==> src/design/bcw_pkg.sv <==
package bcw_pkg;

   // Register byte addresses (printed offset 0x4 is word aligned)
   localparam logic [7:0]  ADDR_CTRL_WORD   = 8'h04;
   localparam logic [7:0]  ADDR_CONFIG2     = 8'h08;
   localparam logic [7:0]  ADDR_TIME_TAG    = 8'h0C;
   localparam logic [7:0]  ADDR_MSG_DATA    = 8'h10;
   localparam logic [7:0]  ADDR_CMD         = 8'h14;
   localparam logic [7:0]  ADDR_MSG_STATUS  = 8'h18;
   localparam logic [7:0]  ADDR_IRQ_STATUS  = 8'h1C;
   localparam logic [7:0]  ADDR_IRQ_MASK    = 8'h20;

   localparam logic [15:0] CTRL_WORD_RESET  = 16'h0000;
   localparam logic [15:0] CONFIG2_RESET    = 16'h0000;
   localparam logic [1:0]  IRQ_MASK_RESET   = 2'h0;

   // Control word fields
   localparam int BIT_SYNC_TT     = 15;
   localparam int BIT_ME_IGN      = 14;
   localparam int BIT_SRQ_IGN     = 13;
   localparam int BIT_BUSY_IGN    = 12;
   localparam int BIT_SSF_IGN     = 11;
   localparam int BIT_TF_IGN      = 10;
   localparam int BIT_RSV_IGN     = 9;
   localparam int BIT_RETRY       = 8;
   localparam int BIT_BUS_SEL     = 7;
   localparam int BIT_LOOPBACK    = 6;
   localparam int BIT_BCR_IGN     = 5;
   localparam int BIT_EOM_IRQ     = 4;
   localparam int BIT_STD_SEL     = 3;
   // Config register 2 time tag enable for sync data
   localparam int CFG2_BIT_TT_SYNC = 5;

   // Terminal status word bit positions
   localparam int SW_ME   = 10;
   localparam int SW_SRQ  = 8;
   localparam int SW_RSV_HI = 7;
   localparam int SW_RSV_LO = 5;
   localparam int SW_BCR  = 4;
   localparam int SW_BUSY = 3;
   localparam int SW_SSF  = 2;
   localparam int SW_TF   = 0;

   // Command register bits
   localparam int CMD_BIT_START   = 0;
   localparam int CMD_BIT_RESP    = 1;
   localparam int CMD_BIT_FAIL    = 2;

   // Interrupt status bits
   localparam int IRQ_BIT_EOM     = 0;
   localparam int IRQ_BIT_FMT_ERR = 1;

   typedef enum logic [2:0] {
      FMT_BC_TO_RT     = 3'h0,
      FMT_RT_TO_RT     = 3'h1,
      FMT_BROADCAST    = 3'h2,
      FMT_BCAST_RT_RT  = 3'h3,
      FMT_MODE_CODE    = 3'h4,
      FMT_UNUSED_5     = 3'h5,
      FMT_BCAST_MODE   = 3'h6,
      FMT_UNUSED_7     = 3'h7
   } message_format_e;

   typedef enum logic [1:0] {
      ST_IDLE,
      ST_ACTIVE,
      ST_DONE
   } seq_state_e;

   typedef struct packed {
      logic            sync_data_from_timetag;
      logic            msg_error_status_ignore;
      logic            service_req_status_ignore;
      logic            busy_status_ignore;
      logic            subsystem_flag_ignore;
      logic            terminal_flag_ignore;
      logic            reserved_status_ignore;
      logic            retry_enable;
      logic            bus_select;
      logic            offline_loopback_test;
      logic            broadcast_rcvd_ignore;
      logic            end_of_message_irq_enable;
      logic            standard_select;
      message_format_e message_format;
   } ctrl_word_s;

   // Decoded message attributes handed to the sequencer
   typedef struct packed {
      logic            use_bus_a;
      logic            use_bus_b;
      logic            tx_disable;
      logic            loopback;
      logic            retry_enable;
      logic            std_1553a;
      logic            eom_irq_enable;
      logic [15:0]     sync_data_word;
      message_format_e format;
      logic            format_valid;
      logic            is_broadcast;
      logic            is_mode_code;
      logic            is_rt_to_rt;
   } msg_attr_s;

   typedef struct packed {
      logic msg_error;
      logic service_req;
      logic busy;
      logic subsystem_flag;
      logic terminal_flag;
      logic reserved;
      logic broadcast_rcvd;
      logic any;
   } status_flags_s;

   typedef struct packed {
      logic [15:0]     ctrl_word;
      logic [15:0]     config2;
      logic [15:0]     time_tag;
      logic [15:0]     msg_data;
      logic [15:0]     rt_status;
      status_flags_s   flags;
      logic            retry_req;
      logic [1:0]      irq_status;
      logic [1:0]      irq_mask;
      logic            pready;
      logic [31:0]     prdata;
      logic            pslverr;
      seq_state_e      state;
   } state_s;

endpackage

==> src/design/bc_msg_ctrl_word.sv <==
// Implementation choice: the APB interface to the registers.
`timescale 1ns/10ps
module bc_msg_ctrl_word (
   input  wire logic                I_CLOCK,
   input  wire logic                I_RST_N,
   input  wire logic                I_PSEL,
   input  wire logic                I_PENABLE,
   input  wire logic                I_PWRITE,
   input  wire logic [7:0]          I_PADDR,
   input  wire logic [31:0]         I_PWDATA,
   output logic                     O_PREADY,
   output logic      [31:0]         O_PRDATA,
   output logic                     O_PSLVERR,
   output bcw_pkg::msg_attr_s       O_ATTR,
   output bcw_pkg::status_flags_s   O_FLAGS,
   output logic                     O_RETRY_REQ,
   output logic                     O_IRQ
);

   bcw_pkg::state_s s_q;
   bcw_pkg::state_s s_d;
   bcw_pkg::ctrl_word_s cw;

   function automatic logic [31:0] rd_mux(
      input bcw_pkg::state_s st,
      input logic [7:0]      addr
   );
      logic [31:0] r;
      r = 32'h0000_0000;
      case (addr)
         bcw_pkg::ADDR_CTRL_WORD:  r = {16'h0000, st.ctrl_word};
         bcw_pkg::ADDR_CONFIG2:    r = {16'h0000, st.config2};
         bcw_pkg::ADDR_TIME_TAG:   r = {16'h0000, st.time_tag};
         bcw_pkg::ADDR_MSG_DATA:   r = {16'h0000, st.msg_data};
         bcw_pkg::ADDR_CMD:        r = 32'h0000_0000;
         bcw_pkg::ADDR_MSG_STATUS: r = {21'h000000, st.state,
                                        st.retry_req, st.flags};
         bcw_pkg::ADDR_IRQ_STATUS: r = {30'h0000_0000, st.irq_status};
         bcw_pkg::ADDR_IRQ_MASK:   r = {30'h0000_0000, st.irq_mask};
         default:                  r = 32'h0000_0000;
      endcase
      return r;
   endfunction

   function automatic logic addr_ok(input logic [7:0] addr);
      logic ok;
      ok = 1'b0;
      case (addr)
         bcw_pkg::ADDR_CTRL_WORD, bcw_pkg::ADDR_CONFIG2,
         bcw_pkg::ADDR_TIME_TAG, bcw_pkg::ADDR_MSG_DATA,
         bcw_pkg::ADDR_CMD, bcw_pkg::ADDR_MSG_STATUS,
         bcw_pkg::ADDR_IRQ_STATUS, bcw_pkg::ADDR_IRQ_MASK: ok = 1'b1;
         default: ok = 1'b0;
      endcase
      return ok;
   endfunction

   assign cw = bcw_pkg::ctrl_word_s'(s_q.ctrl_word);

   always_comb begin
      logic        wr;
      logic        acc;
      logic        start;
      logic        resp;
      logic        fail;
      logic [15:0] sw;
      logic [1:0]  ev;
      logic [1:0]  clr;
      wr    = 1'b0;
      acc   = 1'b0;
      start = 1'b0;
      resp  = 1'b0;
      fail  = 1'b0;
      sw    = 16'h0000;
      ev    = 2'h0;
      clr   = 2'h0;
      s_d   = s_q;

      // One wait state: answer in the cycle after the first access cycle
      acc = I_PSEL && I_PENABLE && !s_q.pready;
      s_d.pready  = acc;
      s_d.pslverr = acc && !addr_ok(I_PADDR);
      s_d.prdata  = 32'h0000_0000;
      // Write lands at the edge where the master sees pready high
      wr = I_PSEL && I_PENABLE && s_q.pready && I_PWRITE &&
           addr_ok(I_PADDR);
      if (acc && !I_PWRITE) begin
         s_d.prdata = rd_mux(s_q, I_PADDR);
      end

      if (wr) begin
         case (I_PADDR)
            bcw_pkg::ADDR_CTRL_WORD: s_d.ctrl_word = I_PWDATA[15:0];
            bcw_pkg::ADDR_CONFIG2:   s_d.config2   = I_PWDATA[15:0];
            bcw_pkg::ADDR_TIME_TAG:  s_d.time_tag  = I_PWDATA[15:0];
            bcw_pkg::ADDR_MSG_DATA:  s_d.msg_data  = I_PWDATA[15:0];
            bcw_pkg::ADDR_CMD: begin
               start = I_PWDATA[bcw_pkg::CMD_BIT_START];
               resp  = I_PWDATA[bcw_pkg::CMD_BIT_RESP];
               fail  = I_PWDATA[bcw_pkg::CMD_BIT_FAIL];
               sw    = I_PWDATA[31:16];
            end
            bcw_pkg::ADDR_IRQ_STATUS: clr = I_PWDATA[1:0];
            bcw_pkg::ADDR_IRQ_MASK:   s_d.irq_mask = I_PWDATA[1:0];
            default: ;
         endcase
      end

      // Message sequence: start, then status word returned to finish
      case (s_q.state)
         bcw_pkg::ST_IDLE: begin
            if (start) begin
               s_d.state     = bcw_pkg::ST_ACTIVE;
               s_d.retry_req = 1'b0;
               s_d.flags     = '0;
               if (cw.message_format == bcw_pkg::FMT_UNUSED_5 ||
                   cw.message_format == bcw_pkg::FMT_UNUSED_7) begin
                  ev[bcw_pkg::IRQ_BIT_FMT_ERR] = 1'b1;
                  s_d.state = bcw_pkg::ST_IDLE;
               end
            end
         end
         bcw_pkg::ST_ACTIVE: begin
            if (resp) begin
               s_d.rt_status = sw;
               s_d.flags.msg_error = sw[bcw_pkg::SW_ME] &&
                                     !cw.msg_error_status_ignore;
               s_d.flags.service_req = sw[bcw_pkg::SW_SRQ] &&
                                       !cw.service_req_status_ignore;
               s_d.flags.busy = sw[bcw_pkg::SW_BUSY] &&
                                !cw.busy_status_ignore;
               s_d.flags.subsystem_flag = sw[bcw_pkg::SW_SSF] &&
                                          !cw.subsystem_flag_ignore;
               s_d.flags.terminal_flag = sw[bcw_pkg::SW_TF] &&
                                         !cw.terminal_flag_ignore;
               s_d.flags.reserved =
                  (|sw[bcw_pkg::SW_RSV_HI:bcw_pkg::SW_RSV_LO]) &&
                  !cw.reserved_status_ignore;
               s_d.flags.broadcast_rcvd = sw[bcw_pkg::SW_BCR] &&
                                          !cw.broadcast_rcvd_ignore;
               s_d.flags.any = s_d.flags.msg_error ||
                               s_d.flags.service_req ||
                               s_d.flags.busy ||
                               s_d.flags.subsystem_flag ||
                               s_d.flags.terminal_flag ||
                               s_d.flags.reserved ||
                               s_d.flags.broadcast_rcvd;
               s_d.retry_req = fail && cw.retry_enable;
               ev[bcw_pkg::IRQ_BIT_EOM] = cw.end_of_message_irq_enable;
               s_d.state = bcw_pkg::ST_DONE;
            end
         end
         bcw_pkg::ST_DONE: begin
            s_d.state = bcw_pkg::ST_IDLE;
         end
         default: s_d.state = bcw_pkg::ST_IDLE;
      endcase

      // Set wins over write-one-to-clear
      s_d.irq_status = (s_q.irq_status & ~clr) | ev;

      if (!I_RST_N) begin
         s_d = '0;
         s_d.ctrl_word = bcw_pkg::CTRL_WORD_RESET;
         s_d.config2   = bcw_pkg::CONFIG2_RESET;
         s_d.irq_mask  = bcw_pkg::IRQ_MASK_RESET;
         s_d.state     = bcw_pkg::ST_IDLE;
      end
   end

   always_ff @(posedge I_CLOCK) begin
      s_q <= s_d;
   end

   // Attributes for the sequencer; control word itself leaves only through the APB read path
   always_comb begin
      O_ATTR = '0;
      O_ATTR.use_bus_a = cw.bus_select && !cw.offline_loopback_test;
      O_ATTR.use_bus_b = !cw.bus_select && !cw.offline_loopback_test;
      O_ATTR.tx_disable = cw.offline_loopback_test;
      O_ATTR.loopback   = cw.offline_loopback_test;
      O_ATTR.retry_enable = cw.retry_enable;
      O_ATTR.std_1553a  = cw.standard_select;
      O_ATTR.eom_irq_enable = cw.end_of_message_irq_enable;
      if (cw.sync_data_from_timetag &&
          s_q.config2[bcw_pkg::CFG2_BIT_TT_SYNC]) begin
         O_ATTR.sync_data_word = s_q.time_tag;
      end else begin
         O_ATTR.sync_data_word = s_q.msg_data;
      end
      O_ATTR.format = cw.message_format;
      O_ATTR.format_valid =
         cw.message_format != bcw_pkg::FMT_UNUSED_5 &&
         cw.message_format != bcw_pkg::FMT_UNUSED_7;
      O_ATTR.is_broadcast =
         cw.message_format == bcw_pkg::FMT_BROADCAST ||
         cw.message_format == bcw_pkg::FMT_BCAST_RT_RT ||
         cw.message_format == bcw_pkg::FMT_BCAST_MODE;
      O_ATTR.is_mode_code =
         cw.message_format == bcw_pkg::FMT_MODE_CODE ||
         cw.message_format == bcw_pkg::FMT_BCAST_MODE;
      O_ATTR.is_rt_to_rt =
         cw.message_format == bcw_pkg::FMT_RT_TO_RT ||
         cw.message_format == bcw_pkg::FMT_BCAST_RT_RT;
   end

   assign O_PREADY    = s_q.pready;
   assign O_PRDATA    = s_q.prdata;
   assign O_PSLVERR   = s_q.pslverr;
   assign O_FLAGS     = s_q.flags;
   assign O_RETRY_REQ = s_q.retry_req;
   assign O_IRQ       = |(s_q.irq_status & s_q.irq_mask);

endmodule

==> config.mk <==
export PLATFORM = sky130hd
export DESIGN_NAME = bc_msg_ctrl_word
export DESIGN_NICKNAME = d
export VERILOG_FILES = /design/src/design/bcw_pkg.sv /design/src/design/bc_msg_ctrl_word.sv
export SDC_FILE = /design/constraint.sdc
export NUM_CORES = 1
export LEC_CHECK = 0
export ABC_CLOCK_PERIOD_IN_PS = 1870
export BUFFER_PORTS_ARGS = -buffer_cell sky130_fd_sc_hd__buf_4
export CAP_MARGIN = 20
export CORE_MARGIN = 10
export CORE_UTILIZATION = 55
export CTS_BUF_LIST = sky130_fd_sc_hd__clkbuf_8
export CTS_CLUSTER_DIAMETER = 200
export CTS_CLUSTER_SIZE = 40
export DETAILED_ROUTE_END_ITERATION = 8
export PLACE_DENSITY = 0.82
export SKIP_LAST_GASP = 1
export SLEW_MARGIN = 20
export SYNTH_ARGS = -nofsm -noshare
export SYNTH_HDL_FRONTEND = slang
export SYNTH_SLANG_ARGS = --single-unit
==> constraint.sdc <==
create_clock -name I_CLOCK -period 1.87 [get_ports I_CLOCK]
set_input_delay 0.2805 -clock I_CLOCK [delete_from_list [all_inputs] [get_ports I_CLOCK]]
set_output_delay 0.2805 -clock I_CLOCK [all_outputs]
set_load 0.01 [all_outputs]
=== Word level (Yosys, flattened, before mapping) ===
Index checks and enable logic that the tools add are counted.

* Logic and storage cells: 123
* ROM bits: 0
* Input port bits: 45
* Latch bits: 0
* Memories kept: 0
* Register bits after elaboration: 113
* Memory bits (writable): 0
* Output and inout port bits: 74

* Multiply operators: 0
* Bitwise logic cells: 4
* Multiplexer cells: 25
* $lt $le $gt $ge: 0
* Eq/ne operators: 20
* Reductions and logical operators: 55
* Shift operators: 0
* Add/sub/neg operators: 0
* Div/mod/pow operators: 0

{| class="wikitable"
|+ Operator list
! kind !! count
|-
| $pmux 16 s7 || 1
|-
| $eq 8x5->1 const B || 4
|-
| $mux 11 || 2
|-
| $logic_and 1x1->1 || 19
|-
| $mux 9 || 2
|-
| $pmux 9 s2 || 1
|-
| $eq 8x4->1 const B || 2
|-
| $mux 16 || 1
|-
| $reduce_and 2->1 || 7
|-
| $mux 1 || 13
|-
| $eq 3x3->1 const B || 4
|-
| $logic_not 1->1 || 12
|-
| $logic_or 1x1->1 || 11
|-
| $eq 8x3->1 const B || 1
|-
| $eq 8x6->1 const B || 1
|-
| $mux 2 || 4
|-
| $reduce_or 8->1 || 1
|-
| $eq 3x2->1 const B || 2
|-
| $ne 3x3->1 const B || 2
|-
| $and 2x2->2 || 2
|-
| $ne 2x2->1 const B || 2
|-
| $pmux 2 s2 || 1
|-
| $eq 3x1->1 const B || 1
|-
| $reduce_and 3->1 || 1
|-
| 7 further kinds || 7
|}

=== Depth between registers and ports, before layout ===
* Depth after elaboration: 14
* Mapped depth: 7
* Depth with buffers taken out: 4

=== Least setup slack after synthesis ===
OpenSTA, ideal clock, no wires.

* Path kind: reg-to-reg
* Start: register s_q, in the netlist O_PREADY
* End: register s_q, in the netlist O_FLAGS[0]
* Slack: 0.101 ns
* Arrival time: 1.651 ns
* Path buffers: 2
* Period minus slack after synthesis: 1.769 ns
* Library setup time: 0.117 ns
* Cell stages (with the launch flop): 7
* Data required time: 1.753 ns
* Path through: dfxtp_1 > and4_1 > clkbuf_1 > nand4_2 > a211o_1 > buf_2 > a32o_1

* Cells in the longest elaborated chain, start to end: 13
* Elaborated cells between the ends (all ways): 25
* Classes of those cells: 2 x eq/ne; 5 x mux; 18 x reduce/logical

{| class="wikitable"
|+ Ends and longest elaborated chain
! item !! RTL line !! text
|-
| start, declared || bc_msg_ctrl_word.sv:20 || <nowiki>bcw_pkg::state_s s_q;</nowiki>
|-
| start signal, assigned || bc_msg_ctrl_word.sv:172 || <nowiki>s_q <= s_d;</nowiki>
|-
| $logic_and 1x1->1 (*) (3 in series) || bc_msg_ctrl_word.sv:85 || <nowiki>wr = I_PSEL && I_PENABLE && s_q.pready && I_PWRITE &&</nowiki>
|-
| $mux 11 || bc_msg_ctrl_word.sv:91 || <nowiki>if (wr) begin</nowiki>
|-
| $logic_and 1x1->1, on equally long branches || bc_msg_ctrl_word.sv:126, bc_msg_ctrl_word.sv:128 ||
|-
| $logic_or 1x1->1 || bc_msg_ctrl_word.sv:141 || <nowiki>s_d.flags.any = s_d.flags.msg_error ||</nowiki>
|-
| $logic_or 1x1->1 || bc_msg_ctrl_word.sv:142 || <nowiki>s_d.flags.service_req ||</nowiki>
|-
| $logic_or 1x1->1 || bc_msg_ctrl_word.sv:143 || <nowiki>s_d.flags.busy ||</nowiki>
|-
| $logic_or 1x1->1 || bc_msg_ctrl_word.sv:144 || <nowiki>s_d.flags.subsystem_flag ||</nowiki>
|-
| $logic_or 1x1->1 || bc_msg_ctrl_word.sv:145 || <nowiki>s_d.flags.terminal_flag ||</nowiki>
|-
| $logic_or 1x1->1 || bc_msg_ctrl_word.sv:146 || <nowiki>s_d.flags.reserved ||</nowiki>
|-
| $mux 9 || bc_msg_ctrl_word.sv:124 || <nowiki>if (resp) begin</nowiki>
|-
| $pmux 9 s2 || bc_msg_ctrl_word.sv:110 || <nowiki>case (s_q.state)</nowiki>
|}

Mark *: on every way between the ends. The rest lies on a longest branch, timed or not. The select of a mux whose other input is x is not followed.
A chain may end at the register's enable or synchronous reset.

=== Worst setup path after layout ===
Same ends and word-level chain as after synthesis.

==> out/qor.yml <==
synth_top_area_share_pct: 40.8
wl_met2_um: 6580
ys_top_cells_by_area: "dfxtp_1, mux2i_1, buf_4, nor2b_1, mux2_2"
drt_iter0_drc: 293
via_per_inst: 5.77
ctsHoldBuffers: 0
drtPass1Iterations: 7
core_um2: 8300
io_pins: 119
drt-met1-wl_um: 5680
finalMaxSlewViolations: 0
instances_no_fill: 702
synth_top_flop_cell: "dfxtp_1"
grt_pass1_wl_um: 22200
start_util_pct: 57.3
seq_area_frac_synth_pct: 40.8
drcViolationCount: 0
grt_pass1_vias: 4113
synth_seq_cells: 97
finalSetupViolCount: 0
worst_ep_arrival_time_ns: 2.05
cp_data_required_time_ns: 2.13
grt_use_total_pct: 21.2
synth_most_common_cell: "dfxtp_1"
clkLatencyLatePin_ns: 0.37
hold_path.class: "input pin to flop"
synthTopCellsByCount: "dfxtp_1, buf_4, nor2b_1, mux2i_1, nand2_1"
maxCapViolCount: 0
wl_per_cell_um: 19.7
gp_congestion: 0.913
post-place-ws_ns: 0.00736
met3WireLength_um: 1350
hpwl_um: 10400
wirelength_um: 13800
die_w_um: 113
rows: 33
antennaDiodeCount: 0
p_leak_uw: 0.00237
dp_cells: 685
crit_path_start_kind: "flop"
cts.clk_slew.worst_paths_ns: 0.09
fmax_mhz: 561
syn_to_final_growth_pct: 20.3
multi_input_comb_area_um2: 2360
worst_slew_pin_slew_ns: 1.01
io_buffer_count: 95
async_flop_share_pct: 0
whs_ns: 0.188
fin_skew_ns: 0.00779
fin_crit_sh_pct: 95.4
cp_max_fo: 9
powerDensity_nw_per_um2: 677
htree_levels: 3
vias: 4049
crit_type: "flop to flop"
gr-total-overflow: 0
dieArea_um2: 12800
synth_edf_count: 0
cts_tree: "yes"
synth_area_leader_cell: "dfxtp_1"
postSynthCellCount: 509
slew_headroom_pct: 32.2
cts_buffers: 9
grt_max_degree: 59
seq_area_um2: 1940
place_area_um2: 5480
clkSinkCount: 97
worst_slack_ns: 0.0861
cts_buffer_depth: 2
top_layer_used: "met4"
hold_viol: 0
netlist-cell-type-count: 53
die_h_um: 113
outcome: "finished clean"
final_nets: 637
ant_nets: 0
peakVddDrop_v: 0.000641
synth_warnings: 0
rsz0062_at_grt: "no"
drive_above_1_share_pct: 30.8
grt_antenna_before_repair: 0
period_needed_ns: 1.78
root_buffer: "clkbuf_8"
fill_cells: 669
finalPower_uw: 3870
cp-end-kind: "flop"
final_area_um2: 5720
syn_area_per_cell_um2: 9.34
syn_area_um2: 4760
per-layer routing:
layer	vias to the layer above	GRT usage [%]
met5	-	0
met4	0	6.43
met3	22	5.49
met2	196	35.1
met1	1893	26.4
li1	1938	-
state kept, by name, summed over array words and instances, names as in the netlist:
name,flops
O_FLAGS,8
O_PSLVERR,1
cw,16
O_PREADY,1
O_RETRY_REQ,1
s_q,54
O_PRDATA,16
path summary, 6_finish.rpt:
path                end   startpoint  slack, ns  cells past startpoint
max          O_FLAGS[0]     O_PREADY       0.09                      4
min               cw[7]  I_PWDATA[7]       0.19                      3
max reg2reg  O_FLAGS[0]     O_PREADY       0.09                      4
min reg2reg     s_q[93]      s_q[93]       0.48                      2
final cells by class:
class | instances | share of cell area, %
Clock inverter | 7 | 1.73
Sequential cell | 97 | 34.0
Clock buffer | 9 | 2.17
Inverter | 5 | 0.328
Tap cell | 105 | 2.30
Timing Repair Buffer | 136 | 18.3
Multi-Input combinational cell | 343 | 41.2
cell usage in the layout (no fill, tap or decap), types with 2 or more instances in the layout:
master     count
nor4_1         2
a31oi_1        3
nand4_1        8
inv_6          3
buf_12         2
dfxtp_1       97
a22o_1        10
a222oi_1       7
a32o_1         9
nand4_2        2
mux2i_1       41
nand2_1       36
buf_4        134
inv_1          5
nor4_4         2
or3b_1         2
and2_1         3
nand3_1       32
o21ai_0       10
mux2_2        17
a22oi_1        7
nor2_1        15
o21ai_1       22
nor2b_1       44
a31o_2         3
o22a_1         4
conb_1        16
and4_1         3
nand2b_1       3
a21oi_1       14
clkbuf_8       9
nor3_1         6
nand3b_1       3
bufinv_16      2
worst max-delay path: stages (launching register included):
cell,delay [ns]
dfxtp_1,0.36
and4_1,0.38
nand4_2,0.21
a211o_1,0.41
a32o_1,0.32
per-stage QoR:
stage | setup TNS [ns] | util [%]
after floorplan | 0 | -
after global placement | -0.00413 | 66.0
after detailed placement | 0 | 66.0
after CTS | 0 | 68.7
after global routing | 0 | 68.9
final | 0 | 68.9
repair_timing:
action,4_1_cts,5_1_grt
gates resized for setup,0,0
buffers inserted,0,1
setup endpoints to repair,0,2
where the power goes:
| part | internal (uW) | switching (uW) | leakage [uW] |
|---|---|---|---|
| logic | 117 | 164 | 0.00148 |
| clock network | 765 | 761 | 0.000111 |
| registers | 2070 | 0.866 | 0.000781 |
logic make-up (layout without fill, tap and decap cells):
| group | after synthesis | count (layout) | synth area share [%] |
|---|---|---|---|
| AO/OA/AOI/OAI | 95 | 95 | 13.9 |
| XOR/XNOR | 1 | 1 | 0.184 |
| buffers and inverters | 84 | 157 | 10.8 |
| flip-flops | 97 | 97 | 40.8 |
| multiplexers | 58 | 58 | 12.7 |
| other | 1 | 16 | 0.0789 |
| AND/OR/NAND/NOR | 173 | 173 | 21.6 |
Note: power is estimated with default switching activity, not from simulation.
